### src/pps_pkg.sv
// Constants, register map and types of the profile position sequencer.
// Behaviour
// - Positioning behaviour applies only while operating mode select equals one.
// - A new travel command starts only on a rising edge of control bit 4.
// - Entering this mode with bit 4 already high counts as a start.
// - Bit 5 high replaces the running command; low lets it finish first.
// - Bit 6 selects absolute or relative target; option bits 0-1 pick base.
// - Bit 8 halts with halt-option deceleration; release re-accelerates with start ramp.
// - Bits 5 low, 9 high: pass through target at profile speed, then continue.
// - Bits 5 and 9 low: finish current positioning before the next target.
// - Bit 9 is ignored when ramp speed cannot be met at the target.
// - Status bit 10 set after target reached and inside window for dwell time.
// - Status bit 11 high while demand position lies outside software limits.
// - Status bit 12 acknowledges a valid set point, following control bit 4.
// - Queued command: acknowledge clears when buffer free; commands during acknowledge dropped.
// - Acknowledge withheld for unreachable target or when a target already pends.
// - Status bit 13 set in closed loop when following error exceeds window too long.
// - Host writes target, raises bit 4; device acknowledges, moves, reports reached.
// - Device may clear control bit 4 itself, governed by option bits 4 and 5.
// - One further command with own parameters is buffered; more are dropped.
// - With bit 5 set the buffer is bypassed and commands apply directly.
// - Actual position sampled per tick; sample at target is next relative base.
// - Inputs and objects are processed on a fixed 1 ms tick.
// - Absolute targets clamped to software limits; outside only inward moves accepted.
package pps_pkg;

   // ----------------------------------------
   // Register map
   // ----------------------------------------
   localparam logic [15:0] PPS_ADDR_CTRL = 16'h6040;
   localparam logic [15:0] PPS_ADDR_STAT = 16'h6041;
   localparam logic [7:0] PPS_MODE_PROFILE_POS = 8'h01;

   // ----------------------------------------
   // Field positions
   // ----------------------------------------
   localparam int PPS_CW_NEW_SP = 4;
   localparam int PPS_CW_IMMEDIATE = 5;
   localparam int PPS_CW_RELATIVE = 6;
   localparam int PPS_CW_HALT = 8;
   localparam int PPS_CW_CHANGE_ON_SP = 9;
   localparam int PPS_SW_REACHED = 10;
   localparam int PPS_SW_LIMIT = 11;
   localparam int PPS_SW_ACK = 12;
   localparam int PPS_SW_FOLLOW_ERR = 13;
   localparam int PPS_OPT_REL_LO = 0;
   localparam int PPS_OPT_REL_HI = 1;
   localparam int PPS_OPT_AUTOCLR_LO = 4;
   localparam int PPS_OPT_AUTOCLR_HI = 5;

   // Relative base selection in the option object.
   localparam logic [1:0] PPS_REL_LAST_TARGET = 2'h0;
   localparam logic [1:0] PPS_REL_DEMAND = 2'h1;
   localparam logic [1:0] PPS_REL_ACTUAL = 2'h2;

   // Automatic clearing selection in the option object.
   localparam logic [1:0] PPS_AUTOCLR_NONE = 2'h0;
   localparam logic [1:0] PPS_AUTOCLR_AT_ACK = 2'h1;
   localparam logic [1:0] PPS_AUTOCLR_AT_DONE = 2'h2;

   localparam logic [15:0] PPS_CTRL_RESET = 16'h0000;

   // ----------------------------------------
   // Timing
   // ----------------------------------------
   localparam int PPS_CLK_HZ = 100_000_000;
   localparam int PPS_TICK_US = 1000;
   localparam int PPS_TICK_CYCLES = PPS_CLK_HZ / 1_000_000 * PPS_TICK_US;

   typedef enum logic [1:0] {
      PPS_IDLE,
      PPS_MOVE,
      PPS_HALTED
   } pps_state_e;

endpackage : pps_pkg

### src/pps_window_timer.sv
// Dwell timer: counts ticks a condition holds and flags when it reaches a limit.
module pps_window_timer
   import pps_pkg::*;
#(
   parameter int CW = 16
)
(
   input wire logic i_clk_sys,
   input wire logic i_resetn,
   input wire logic i_tick,
   input wire logic i_cond,
   input wire logic [CW-1:0] i_limit,
   output logic o_expired
);

   logic [CW-1:0] cnt_q;
   logic [CW-1:0] cnt_d;
   logic hit;

   assign hit = (cnt_q >= i_limit);
   assign cnt_d = !i_cond ? '0 : (i_tick && !hit) ? cnt_q + 1'b1 : cnt_q;
   assign o_expired = i_cond && hit;

   always_ff @(posedge i_clk_sys)
   begin
      if (!i_resetn)
         cnt_q <= '0;
      else
         cnt_q <= cnt_d;
   end

endmodule : pps_window_timer

### src/pps_sequencer.sv
// Profile position sequencer: set-point handshake, command buffer and status word.
module pps_sequencer
   import pps_pkg::*;
#(
   parameter int PW = 32,
   parameter int TW = 16,
   parameter int TICK_CYCLES = PPS_TICK_CYCLES
)
(
   input wire logic i_clk_sys,
   input wire logic i_resetn,
   input wire logic i_ctrl_we,
   input wire logic [15:0] i_ctrl_wdata,
   output logic [15:0] o_ctrl_word,
   output logic [15:0] o_status_word,
   input wire logic [7:0] i_operating_mode_select,
   input wire logic [PW-1:0] i_target_pos,
   input wire logic [PW-1:0] i_profile_vel,
   input wire logic [PW-1:0] i_profile_acc,
   input wire logic [PW-1:0] i_profile_dec,
   input wire logic [7:0] i_pos_option,
   input wire logic [PW-1:0] i_limit_min,
   input wire logic [PW-1:0] i_limit_max,
   input wire logic [PW-1:0] i_window,
   input wire logic [TW-1:0] i_window_time,
   input wire logic [PW-1:0] i_ferr_window,
   input wire logic [TW-1:0] i_ferr_time,
   input wire logic i_closed_loop,
   input wire logic [PW-1:0] i_actual_pos,
   input wire logic [PW-1:0] i_demand_pos,
   input wire logic i_ramp_at_target,
   input wire logic i_ramp_speed_ok,
   input wire logic i_reachable,
   output logic o_cmd_valid,
   output logic [PW-1:0] o_cmd_target,
   output logic [PW-1:0] o_cmd_vel,
   output logic [PW-1:0] o_cmd_acc,
   output logic [PW-1:0] o_cmd_dec,
   output logic o_cmd_pass_through,
   output logic o_halt,
   output logic o_halt_release
);

   // ----------------------------------------
   // Helpers
   // ----------------------------------------
   function automatic logic [PW-1:0] pps_abs_diff(input logic [PW-1:0] a, input logic [PW-1:0] b);
      logic signed [PW:0] d;
      d = $signed({a[PW-1], a}) - $signed({b[PW-1], b});
      pps_abs_diff = d[PW] ? PW'(-d) : d[PW-1:0];
   endfunction : pps_abs_diff

   function automatic logic pps_outside(input logic [PW-1:0] p, input logic [PW-1:0] lo,
                                        input logic [PW-1:0] hi);
      pps_outside = ($signed(p) < $signed(lo)) || ($signed(p) > $signed(hi));
   endfunction : pps_outside

   function automatic logic [PW-1:0] pps_clamp(input logic [PW-1:0] p, input logic [PW-1:0] lo,
                                               input logic [PW-1:0] hi);
      if ($signed(p) < $signed(lo))
         pps_clamp = lo;
      else if ($signed(p) > $signed(hi))
         pps_clamp = hi;
      else
         pps_clamp = p;
   endfunction : pps_clamp

   // ----------------------------------------
   // Application tick
   // ----------------------------------------
   localparam int TCW = $clog2(TICK_CYCLES + 1);
   logic [TCW-1:0] tick_cnt_q;
   logic tick;

   assign tick = (tick_cnt_q == TCW'(TICK_CYCLES - 1));

   always_ff @(posedge i_clk_sys)
   begin
      if (!i_resetn)
         tick_cnt_q <= '0;
      else
         tick_cnt_q <= tick ? '0 : tick_cnt_q + 1'b1;
   end

   // ----------------------------------------
   // Control word and sampled inputs
   // ----------------------------------------
   logic [15:0] ctrl_q;
   logic [15:0] ctrl_d;
   logic new_sp_prev_q;
   logic halt_prev_q;
   logic mode_prev_q;
   logic [PW-1:0] actual_q;
   logic [PW-1:0] last_target_q;
   logic auto_clear;

   wire mode_on = (i_operating_mode_select == PPS_MODE_PROFILE_POS);
   wire mode_on_t = mode_on;
   wire new_sp = ctrl_q[PPS_CW_NEW_SP] && mode_on_t;
   wire imm = ctrl_q[PPS_CW_IMMEDIATE];
   wire rel = ctrl_q[PPS_CW_RELATIVE];
   wire halt = ctrl_q[PPS_CW_HALT] && mode_on_t;
   wire chg_sp = ctrl_q[PPS_CW_CHANGE_ON_SP];
   wire [1:0] rel_sel = i_pos_option[PPS_OPT_REL_HI:PPS_OPT_REL_LO];
   wire [1:0] autoclr_sel = i_pos_option[PPS_OPT_AUTOCLR_HI:PPS_OPT_AUTOCLR_LO];

   // Entering the mode with the bit high reads as a fresh edge, since the previous
   // sample is forced low while the mode is off.
   wire start_edge = tick && new_sp && !new_sp_prev_q;

   assign ctrl_d = i_ctrl_we ? i_ctrl_wdata :
                   auto_clear ? (ctrl_q & ~(16'h0001 << PPS_CW_NEW_SP)) : ctrl_q;

   always_ff @(posedge i_clk_sys)
   begin
      if (!i_resetn)
      begin
         ctrl_q <= PPS_CTRL_RESET;
         new_sp_prev_q <= 1'b0;
         halt_prev_q <= 1'b0;
         mode_prev_q <= 1'b0;
         actual_q <= '0;
      end
      else
      begin
         ctrl_q <= ctrl_d;
         if (tick)
         begin
            new_sp_prev_q <= new_sp;
            halt_prev_q <= halt;
            mode_prev_q <= mode_on;
            actual_q <= i_actual_pos;
         end
      end
   end

   // ----------------------------------------
   // Target computation
   // ----------------------------------------
   wire [PW-1:0] rel_base = (rel_sel == PPS_REL_DEMAND) ? i_demand_pos :
                            (rel_sel == PPS_REL_ACTUAL) ? actual_q : last_target_q;
   wire [PW-1:0] raw_target = rel ? rel_base + i_target_pos : i_target_pos;
   wire [PW-1:0] new_target = pps_clamp(raw_target, i_limit_min, i_limit_max);
   wire act_out = pps_outside(actual_q, i_limit_min, i_limit_max);
   // When already outside the range, only a move toward it passes.
   wire inward = !act_out ||
                 ($signed(actual_q) < $signed(i_limit_min) && $signed(raw_target) > $signed(actual_q)) ||
                 ($signed(actual_q) > $signed(i_limit_max) && $signed(raw_target) < $signed(actual_q));
   wire sp_valid = i_reachable && inward;

   // ----------------------------------------
   // Sequencer with single-entry buffer
   // ----------------------------------------
   pps_state_e state_q;
   pps_state_e state_d;
   logic ack_q;
   logic buf_full_q;
   logic [PW-1:0] buf_target_q;
   logic [PW-1:0] buf_vel_q;
   logic [PW-1:0] buf_acc_q;
   logic [PW-1:0] buf_dec_q;
   logic buf_pass_q;
   logic reached_flag_q;

   wire moving = (state_q != PPS_IDLE);
   wire buf_full_in = buf_full_q;
   // A command while acknowledge is high or the buffer is full is dropped.
   wire take = start_edge && sp_valid && !ack_q;
   wire take_direct = take && (!moving || imm);
   wire take_buf = take && moving && !imm && !buf_full_in;
   wire pass_ok = chg_sp && i_ramp_speed_ok;
   wire arrive = tick && (state_q == PPS_MOVE) && i_ramp_at_target;
   wire pop = arrive && buf_full_q;

   always_comb
   begin
      state_d = state_q;
      case (state_q)
         PPS_IDLE:
            if (take_direct)
               state_d = PPS_MOVE;
         PPS_MOVE:
            if (tick && halt && !halt_prev_q)
               state_d = PPS_HALTED;
            else if (arrive && !buf_full_q && !take_direct)
               state_d = PPS_IDLE;
         PPS_HALTED:
            if (tick && !halt && halt_prev_q)
               state_d = PPS_MOVE;
         default:
            state_d = PPS_IDLE;
      endcase
      if (!mode_on)
         state_d = PPS_IDLE;
   end

   // Acknowledge follows bit 4 when applied directly; a buffered command holds it
   // until bit 4 is low and the buffer can take another one.
   wire ack_set = take_direct || take_buf;
   wire ack_clr = tick && !new_sp && !(buf_full_q && !pop);

   assign auto_clear = tick && ack_q &&
                       ((autoclr_sel == PPS_AUTOCLR_AT_ACK) ||
                        (autoclr_sel == PPS_AUTOCLR_AT_DONE && state_q == PPS_IDLE));

   always_ff @(posedge i_clk_sys)
   begin
      if (!i_resetn)
      begin
         state_q <= PPS_IDLE;
         ack_q <= 1'b0;
         buf_full_q <= 1'b0;
         reached_flag_q <= 1'b0;
      end
      else
      begin
         state_q <= state_d;
         ack_q <= mode_on && (ack_set || (ack_q && !ack_clr));
         buf_full_q <= mode_on && (take_buf || (buf_full_q && !pop && !take_direct));
         if (ack_set)
            reached_flag_q <= 1'b0;
         else if (arrive && !buf_full_q)
            reached_flag_q <= 1'b1;
      end
   end

   always_ff @(posedge i_clk_sys)
   begin
      if (!i_resetn)
      begin
         buf_target_q <= '0;
         buf_vel_q <= '0;
         buf_acc_q <= '0;
         buf_dec_q <= '0;
         buf_pass_q <= 1'b0;
         o_cmd_target <= '0;
         o_cmd_vel <= '0;
         o_cmd_acc <= '0;
         o_cmd_dec <= '0;
         o_cmd_pass_through <= 1'b0;
         o_cmd_valid <= 1'b0;
         last_target_q <= '0;
      end
      else
      begin
         o_cmd_valid <= 1'b0;
         if (take_buf)
         begin
            buf_target_q <= new_target;
            buf_vel_q <= i_profile_vel;
            buf_acc_q <= i_profile_acc;
            buf_dec_q <= i_profile_dec;
            buf_pass_q <= !imm && pass_ok;
            last_target_q <= new_target;
            o_cmd_pass_through <= pass_ok;
         end
         if (take_direct)
         begin
            o_cmd_target <= new_target;
            o_cmd_vel <= i_profile_vel;
            o_cmd_acc <= i_profile_acc;
            o_cmd_dec <= i_profile_dec;
            o_cmd_pass_through <= 1'b0;
            o_cmd_valid <= 1'b1;
            last_target_q <= new_target;
         end
         else if (pop)
         begin
            o_cmd_target <= buf_target_q;
            o_cmd_vel <= buf_vel_q;
            o_cmd_acc <= buf_acc_q;
            o_cmd_dec <= buf_dec_q;
            o_cmd_pass_through <= 1'b0;
            o_cmd_valid <= 1'b1;
            last_target_q <= buf_pass_q ? buf_target_q : actual_q;
         end
      end
   end

   // ----------------------------------------
   // Windows and status word
   // ----------------------------------------
   logic in_window;
   logic ferr_over;
   logic settled;
   logic ferr_expired;
   logic [15:0] status_d;

   assign in_window = reached_flag_q && (pps_abs_diff(actual_q, last_target_q) <= i_window);
   assign ferr_over = i_closed_loop && (pps_abs_diff(i_demand_pos, actual_q) > i_ferr_window);

   pps_window_timer #(.CW(TW)) u_reach_timer (
      .i_clk_sys(i_clk_sys),
      .i_resetn(i_resetn),
      .i_tick(tick),
      .i_cond(in_window),
      .i_limit(i_window_time),
      .o_expired(settled)
   );

   pps_window_timer #(.CW(TW)) u_ferr_timer (
      .i_clk_sys(i_clk_sys),
      .i_resetn(i_resetn),
      .i_tick(tick),
      .i_cond(ferr_over),
      .i_limit(i_ferr_time),
      .o_expired(ferr_expired)
   );

   always_comb
   begin
      status_d = '0;
      if (mode_on)
      begin
         status_d[PPS_SW_REACHED] = settled;
         status_d[PPS_SW_LIMIT] = pps_outside(i_demand_pos, i_limit_min, i_limit_max);
         status_d[PPS_SW_ACK] = ack_q;
         status_d[PPS_SW_FOLLOW_ERR] = ferr_expired;
      end
   end

   always_ff @(posedge i_clk_sys)
   begin
      if (!i_resetn)
      begin
         o_status_word <= '0;
         o_halt <= 1'b0;
         o_halt_release <= 1'b0;
      end
      else
      begin
         o_status_word <= status_d;
         o_halt <= (state_d == PPS_HALTED);
         o_halt_release <= (state_q == PPS_HALTED) && (state_d == PPS_MOVE);
      end
   end

   assign o_ctrl_word = ctrl_q;

endmodule : pps_sequencer

### config.mk
export PLATFORM = sky130hd
export DESIGN_NAME = pps_sequencer
export DESIGN_NICKNAME = d
export VERILOG_FILES = /design/src/pps_pkg.sv /design/src/pps_window_timer.sv /design/src/pps_sequencer.sv
export SDC_FILE = /design/constraint.sdc
export NUM_CORES = 2
export LEC_CHECK = 0
export BUFFER_PORTS_ARGS = -buffer_cell sky130_fd_sc_hd__buf_2
export CORE_ASPECT_RATIO = 0.9
export CORE_MARGIN = 2
export CORE_UTILIZATION = 60
export CTS_BUF_LIST = sky130_fd_sc_hd__clkbuf_8
export CTS_CLUSTER_DIAMETER = 80
export DETAILED_ROUTE_END_ITERATION = 8
export PLACE_DENSITY_LB_ADDON = 0.05
export SETUP_SLACK_MARGIN = 0.02
export SYNTH_ARGS = -nofsm -noshare
export SYNTH_HDL_FRONTEND = slang
export SYNTH_SLANG_ARGS = --single-unit
export TNS_END_PERCENT = 5
### constraint.sdc
create_clock -name i_clk_sys -period 12.7 [get_ports i_clk_sys]
set_clock_uncertainty 0.15 [all_clocks]
set_input_delay 2.54 -clock i_clk_sys [delete_from_list [all_inputs] [get_ports i_clk_sys]]
set_output_delay 2.54 -clock i_clk_sys [all_outputs]
set_load 0.05 [all_outputs]
# == Yosys cells after proc, flatten, opt, wreduce, memory -nomap -nowiden ==
# Index checks and enable logic that the tools add are counted.
# classes
addsub,8
multipliers,0
div_mod_pow,0
magnitude_cmp,12
n_eq_ne,10
shift,0
muxes,29
n_bitwise,1
reduce_logical,76
# ops
cell,count
$mux W32,19
$gt A32 B32 Y1,5
$lt A32 B32 Y1,4
$sub A32 B32 Y33,2
$neg A32 Y32,2
$logic_and A1 B1 Y1,41
$add A16 B1 Y16 const B,2
$add A32 B32 Y32,1
$ge A16 B16 Y1,2
$le A32 B32 Y1,1
$add A17 B1 Y17 const B,1
$eq A17 B17 Y1 const B,1
$mux W16,1
$logic_not A1 Y1,15
$mux W2,5
$logic_or A1 B1 Y1,9
$eq A2 B1 Y1 const B,4
$eq A2 B2 Y1 const B,4
$eq A8 B1 Y1 const B,1
$pmux W2 S3,1
$reduce_and A2 Y1,3
$reduce_bool A2 Y1,3
$mux W5,1
$reduce_or A2 Y1,2
other kinds (5),6
# word_totals
reg_bits,413
latchBits,0
ram_bits,0
mem_bits_ro,0
inputBits,391
out_inout_bits,164
word_cells,164
memories,0

# == Depth between registers and ports, before layout ==
# depth
depth_word,21
ltp_mapped,32
ltp_nobuf,28

# == Modules after synthesis ==
# Synthesis repeated with hierarchy kept, for this count alone.
# hier_totals
cells_unflattened,4321
area_unflattened_um2,32542.5
# modules_own_cells
module,instances,cells_each,area_each_um2,seq_area_each_um2
pps_sequencer,1,4021,30132.6,7387.1
pps_window_timer,2,150,1204.9,320.3

# == Worst setup path before layout ==
# No wires, ideal clock.
# synth_path
path_type,input port to flip-flop
from,input port i_pos_option[0]
to,register o_cmd_acc[28]
setup_time_ps,116
arrival_time_ps,8489
t_required_ps,12434
path_slack_ps,3945
stages,29
n_path_buf,5
cell_sequence,nand2b_1 > clkbuf_1 > nand2_1 > clkbuf_1 > nor2_1 > nor2_1 > ha_1 > a21o_1 > a21o_1 > a21o_1 > a221o_1 > or3_1 > o21ai_0 > o21a_1 > mux2i_1 > or2_2 > ha_1 > and4_1 > nand3_1 > or3_1 > or4_1 > nor2b_1 > a22oi_2 > a2111o_1 > buf_2 > buf_2 > clkbuf_1 > nand3_1 > o211a_1
# synth_between
elab_chain_len,14
elab_cells_between_ends,18
classes_between,add/sub (1); order compare (2); eq/ne (2); mux (4); reduce/logical (9)
# synth_rtl
item,line,source
from (decl),pps_sequencer.sv:21,"input wire logic [7:0] i_pos_option,"
$eq A2 B2 Y1,pps_sequencer.sv:141,(rel_sel == PPS_REL_ACTUAL) ? actual_q : last_target_q;
$mux W32,pps_sequencer.sv:141,
$mux W32 (*),pps_sequencer.sv:140,wire [PW-1:0] rel_base = (rel_sel == PPS_REL_DEMAND) ? i_demand_pos :
$add A32 B32 Y32 (*),pps_sequencer.sv:142,wire [PW-1:0] raw_target = rel ? rel_base + i_target_pos : i_target_pos;
$mux W32 (*),pps_sequencer.sv:142,
$gt A32 B32 Y1,pps_sequencer.sv:147,($signed(actual_q) < $signed(i_limit_min) && $signed(raw_target) > $signed(actual_q)) ||
$logic_and A1 B1 Y1,pps_sequencer.sv:147,
$logic_or A1 B1 Y1,pps_sequencer.sv:146,wire inward = !act_out ||
$logic_or A1 B1 Y1 (*),pps_sequencer.sv:147,
$logic_and A1 B1 Y1 (*),pps_sequencer.sv:149,wire sp_valid = i_reachable && inward;
$logic_and A1 B1 Y1 (*) (2 in a row),pps_sequencer.sv:168,wire take = start_edge && sp_valid && !ack_q;
$logic_and A1 B1 Y1 (*),pps_sequencer.sv:169,wire take_direct = take && (!moving || imm);
$mux W32 or $reduce_bool A2 Y1 (tied branches),n/a,
to (signal assigned),pps_sequencer.sv:261,o_cmd_acc <= i_profile_acc;
to (signal assigned),pps_sequencer.sv:271,o_cmd_acc <= buf_acc_q;
to (decl),pps_sequencer.sv:37,"output logic [PW-1:0] o_cmd_acc,"
# Mark *: on every way between the ends. The rest lies on a longest branch, timed or not.
# A chain may end at the register's enable or synchronous reset.

# == Worst setup path after layout ==
# layout_path
from,input port i_pos_option[0]
to,register o_cmd_target[25]
# layout_between
elab_chain_len,14
elab_cells_between_ends,22
classes_between,add/sub (1); order compare (4); eq/ne (2); mux (6); reduce/logical (9)
# layout_rtl
item,line,source
$eq A2 B2 Y1,pps_sequencer.sv:141,
$mux W32,pps_sequencer.sv:141,
$mux W32 (*),pps_sequencer.sv:140,
$add A32 B32 Y32 (*),pps_sequencer.sv:142,
$mux W32 (*),pps_sequencer.sv:142,
$gt A32 B32 Y1,pps_sequencer.sv:147,
$logic_and A1 B1 Y1,pps_sequencer.sv:147,
$logic_or A1 B1 Y1,pps_sequencer.sv:146,
$logic_or A1 B1 Y1,pps_sequencer.sv:147,
$logic_and A1 B1 Y1,pps_sequencer.sv:149,
$logic_and A1 B1 Y1 (2 in a row),pps_sequencer.sv:168,
$logic_and A1 B1 Y1,pps_sequencer.sv:169,
$mux W32 or $reduce_bool A2 Y1 (tied branches),n/a,
to (signal assigned),pps_sequencer.sv:259,o_cmd_target <= new_target;
to (signal assigned),pps_sequencer.sv:269,o_cmd_target <= buf_target_q;
to (decl),pps_sequencer.sv:35,"output logic [PW-1:0] o_cmd_target,"
# Marked as above.

==> impl_metrics.env <==
export IMPL_required_ps=13100
export IMPL_die_area_um2=57000
export IMPL_power_density_nw_per_um2=87.2
export IMPL_dpl_cell_area_um2=36000
export IMPL_die_height_um=227
export IMPL_synth_fa_ha_area_share_pct=16.0
export IMPL_cts_max_level=3
export IMPL_reg2reg_from="actual_q[1]"
export IMPL_cts_buffers_inserted=68
export IMPL_grt_usage_pct=36.9
export IMPL_path_class="input pin to flip-flop"
export IMPL_cts_root_buf="clkbuf_8"
export IMPL_synth_seq_cells=401
export IMPL_synth_xor_area_share_pct=4.28
export IMPL_rsz0062_at_grt="no"
export IMPL_final_cell_mix="nand2_1, buf_2, ha_1"
export IMPL_yosysWarnings=0
export IMPL_cp_max_fo=44
export IMPL_area_growth_synth_to_final_pct=13.2
export IMPL_wl_um=110000
export IMPL_maxCapViolCount=0
export IMPL_syn_inst=4204
export IMPL_slew_violations=0
export IMPL_power_leakage_nw=19.1
export IMPL_critPathMaxStageDelay_ps=750
export IMPL_vias_per_cell=6.10
export IMPL_io_pins=555
export IMPL_async_flop_share_pct=0
export IMPL_min_period_over_period_pct=82.8
export IMPL_chipWidth_um=251
export IMPL_first_pass_iters=5
export IMPL_place_gp_congestion=1.04
export IMPL_regArea_um2=8030
export IMPL_slowest_stage="o31ai_1"
export IMPL_synth_compound_area_share_pct=24.1
export IMPL_multiInputGateArea_um2=23100
export IMPL_finalCriticalPeriod_ps=10520
export IMPL_ctsLongestPathBuffers=3
export IMPL_grt_start_max_net_pins=148
export IMPL_layout_commonest_cell="nand2_1"
export IMPL_ctsResizeCount=0
export IMPL_ctsHoldBuffers=0
export IMPL_wl_per_cell_um=20.3
export IMPL_crit_top_cell="buf_4"
export IMPL_grt_overflow_total=0
export IMPL_antenna_found_initial=17
export IMPL_initial_core_util_pct=60.8
export IMPL_tritoncts="built"
export IMPL_holdCritPathClass="flip-flop to flip-flop"
export IMPL_drc=0
export IMPL_hpwl_um=84300
export IMPL_synth_flop_cell="dfxtp_1"
export IMPL_cp_start_kind="input pin"
export IMPL_clk_latency_ps=700
export IMPL_synth_simple_gate_area_share_pct=20.9
export IMPL_synth_top_family_by_area="compound AO/OA/AOI/OAI gates"
export IMPL_mappedNetlistArea_um2=33100
export IMPL_fin_tns_setup_ps=0
export IMPL_clock_sinks=401
export IMPL_clkTransAtPathRegs_ps=60
export IMPL_hold_violations=0
export IMPL_cts_setup_buffers=0
export IMPL_tightest_slew_ps=1380
export IMPL_antenna_left=0
export IMPL_grt_pass1_vias=29800
export IMPL_crit_arrival_ps=10910
export IMPL_ir_drop_mv=0.103
export IMPL_grt_pass1_wl_um=166000
export IMPL_core_region_area_um2=54400
export IMPL_setup_viol=0
export IMPL_nNetsFinal=5448
export IMPL_relSlewSlack_pct=8.11
export IMPL_row_count=81
export IMPL_synth_edf_count=0
export IMPL_first_iter_violations=3412
export IMPL_postSynthAreaPerCell_um2=7.86
export IMPL_portBuffers=538
export IMPL_fmax_ghz=0.0951
export IMPL_num_vias=32900
export IMPL_ys_seq_area_share_pct=24.3
export IMPL_nFillCells=4874
export IMPL_crit_path_end_kind="flip-flop"
export IMPL_synth_mux_area_share_pct=4.38
export IMPL_stdcell_area_um2=37400
export IMPL_layout_drive_gt1_share_pct=15.8
export IMPL_hp_start="buf_acc_q[3]"
export IMPL_synth_distinct_cells=98
export IMPL_setup_worst_path_start="i_pos_option[0]"
export IMPL_status="complete, no violations"
==> metal layers <==
| layer | global-route usage [%] | vias to the layer above | routed length (um) |
|---|---|---|---|
| met5 | 0 | - | 46 |
| met4 | 15.0 | 8 | 4210 |
| met3 | 9.23 | 238 | 11400 |
| met2 | 55.5 | 1539 | 46500 |
| met1 | 50.4 | 15300 | 47700 |
| li1 | - | 15900 | - |
==> cell type report <==
cell class	count	share of cell area [%]
flip-flops and latches	401	21.5
diodes	15	0.100
repair buffers	568	7.92
clock buffers	78	2.87
well taps	705	2.36
clock inverters	36	0.742
inverters	276	2.77
multi-input cells	3322	61.8
==> final timing paths <==
path,endpoint,slack [ps],cells after the start
worst max-delay path,o_cmd_target[25],2180,29
worst max register to register,o_cmd_target[25],4120,23
worst min register to register,buf_acc_q[3],300,2
worst min-delay path,buf_acc_q[3],300,2
==> kinds of logic after synthesis <==
family / Yosys count
simple gates: 1492
compound gates: 1096
fa+ha+maj: 420
mux: 142
xor+xnor: 160
other cells: 1
buf+inv: 492
flops: 401
==> worst max-delay path: cells and delay by family <==
family / cells / cell delay [ps]
buf+inv: 5 / 1270
fa+ha+maj: 3 / 830
simple gates: 11 / 2760
compound gates: 10 / 3510
==> synth_stat cells (24+ instances only) <==
cell / number / share of area, %
a21boi_0: 128 / 2.9
xnor2_1: 97 / 2.6
inv_1: 276 / 3.1
nor2_1: 256 / 2.9
o22ai_1: 34 / 0.64
clkbuf_1: 149 / 1.7
nand2_1: 665 / 7.5
o21a_1: 55 / 1.2
nor3_1: 41 / 0.62
nand2b_1: 32 / 0.61
buf_2: 42 / 0.64
and3_1: 35 / 0.66
xor2_1: 62 / 1.6
ha_1: 417 / 16
dfxtp_1: 401 / 24
a21o_1: 151 / 3.4
o21ai_0: 145 / 2.2
o211a_1: 133 / 4.0
a21oi_1: 183 / 2.8
nor2b_1: 61 / 1.2
nand3_1: 169 / 2.6
a31oi_1: 24 / 0.45
mux2i_1: 124 / 3.8
and2_1: 40 / 0.76
nand4_1: 81 / 1.5
==> metrics by stage <==
step	instances	power (mW)	hold WS (ps)	worst slack (ps)	utilization, %
final	5401	3.26	301	2180	68.8
after global routing	5397	3.40	320	1810	68.8
after CTS	5386	3.25	302	2400	68.7
after detailed placement	5272	2.07	293	1770	66.2
after global placement	5272	2.06	288	1910	66.2
after floorplan	4215	1.83	280	3950	-
==> report_power, final <==
group	switching, mW	leakage [nW]	internal (mW)
registers	0.00324	3.23	1.26
clock network	0.561	0.760	0.628
logic	0.488	15.1	0.322
No activity file was read; power rests on OpenSTA's default activity.
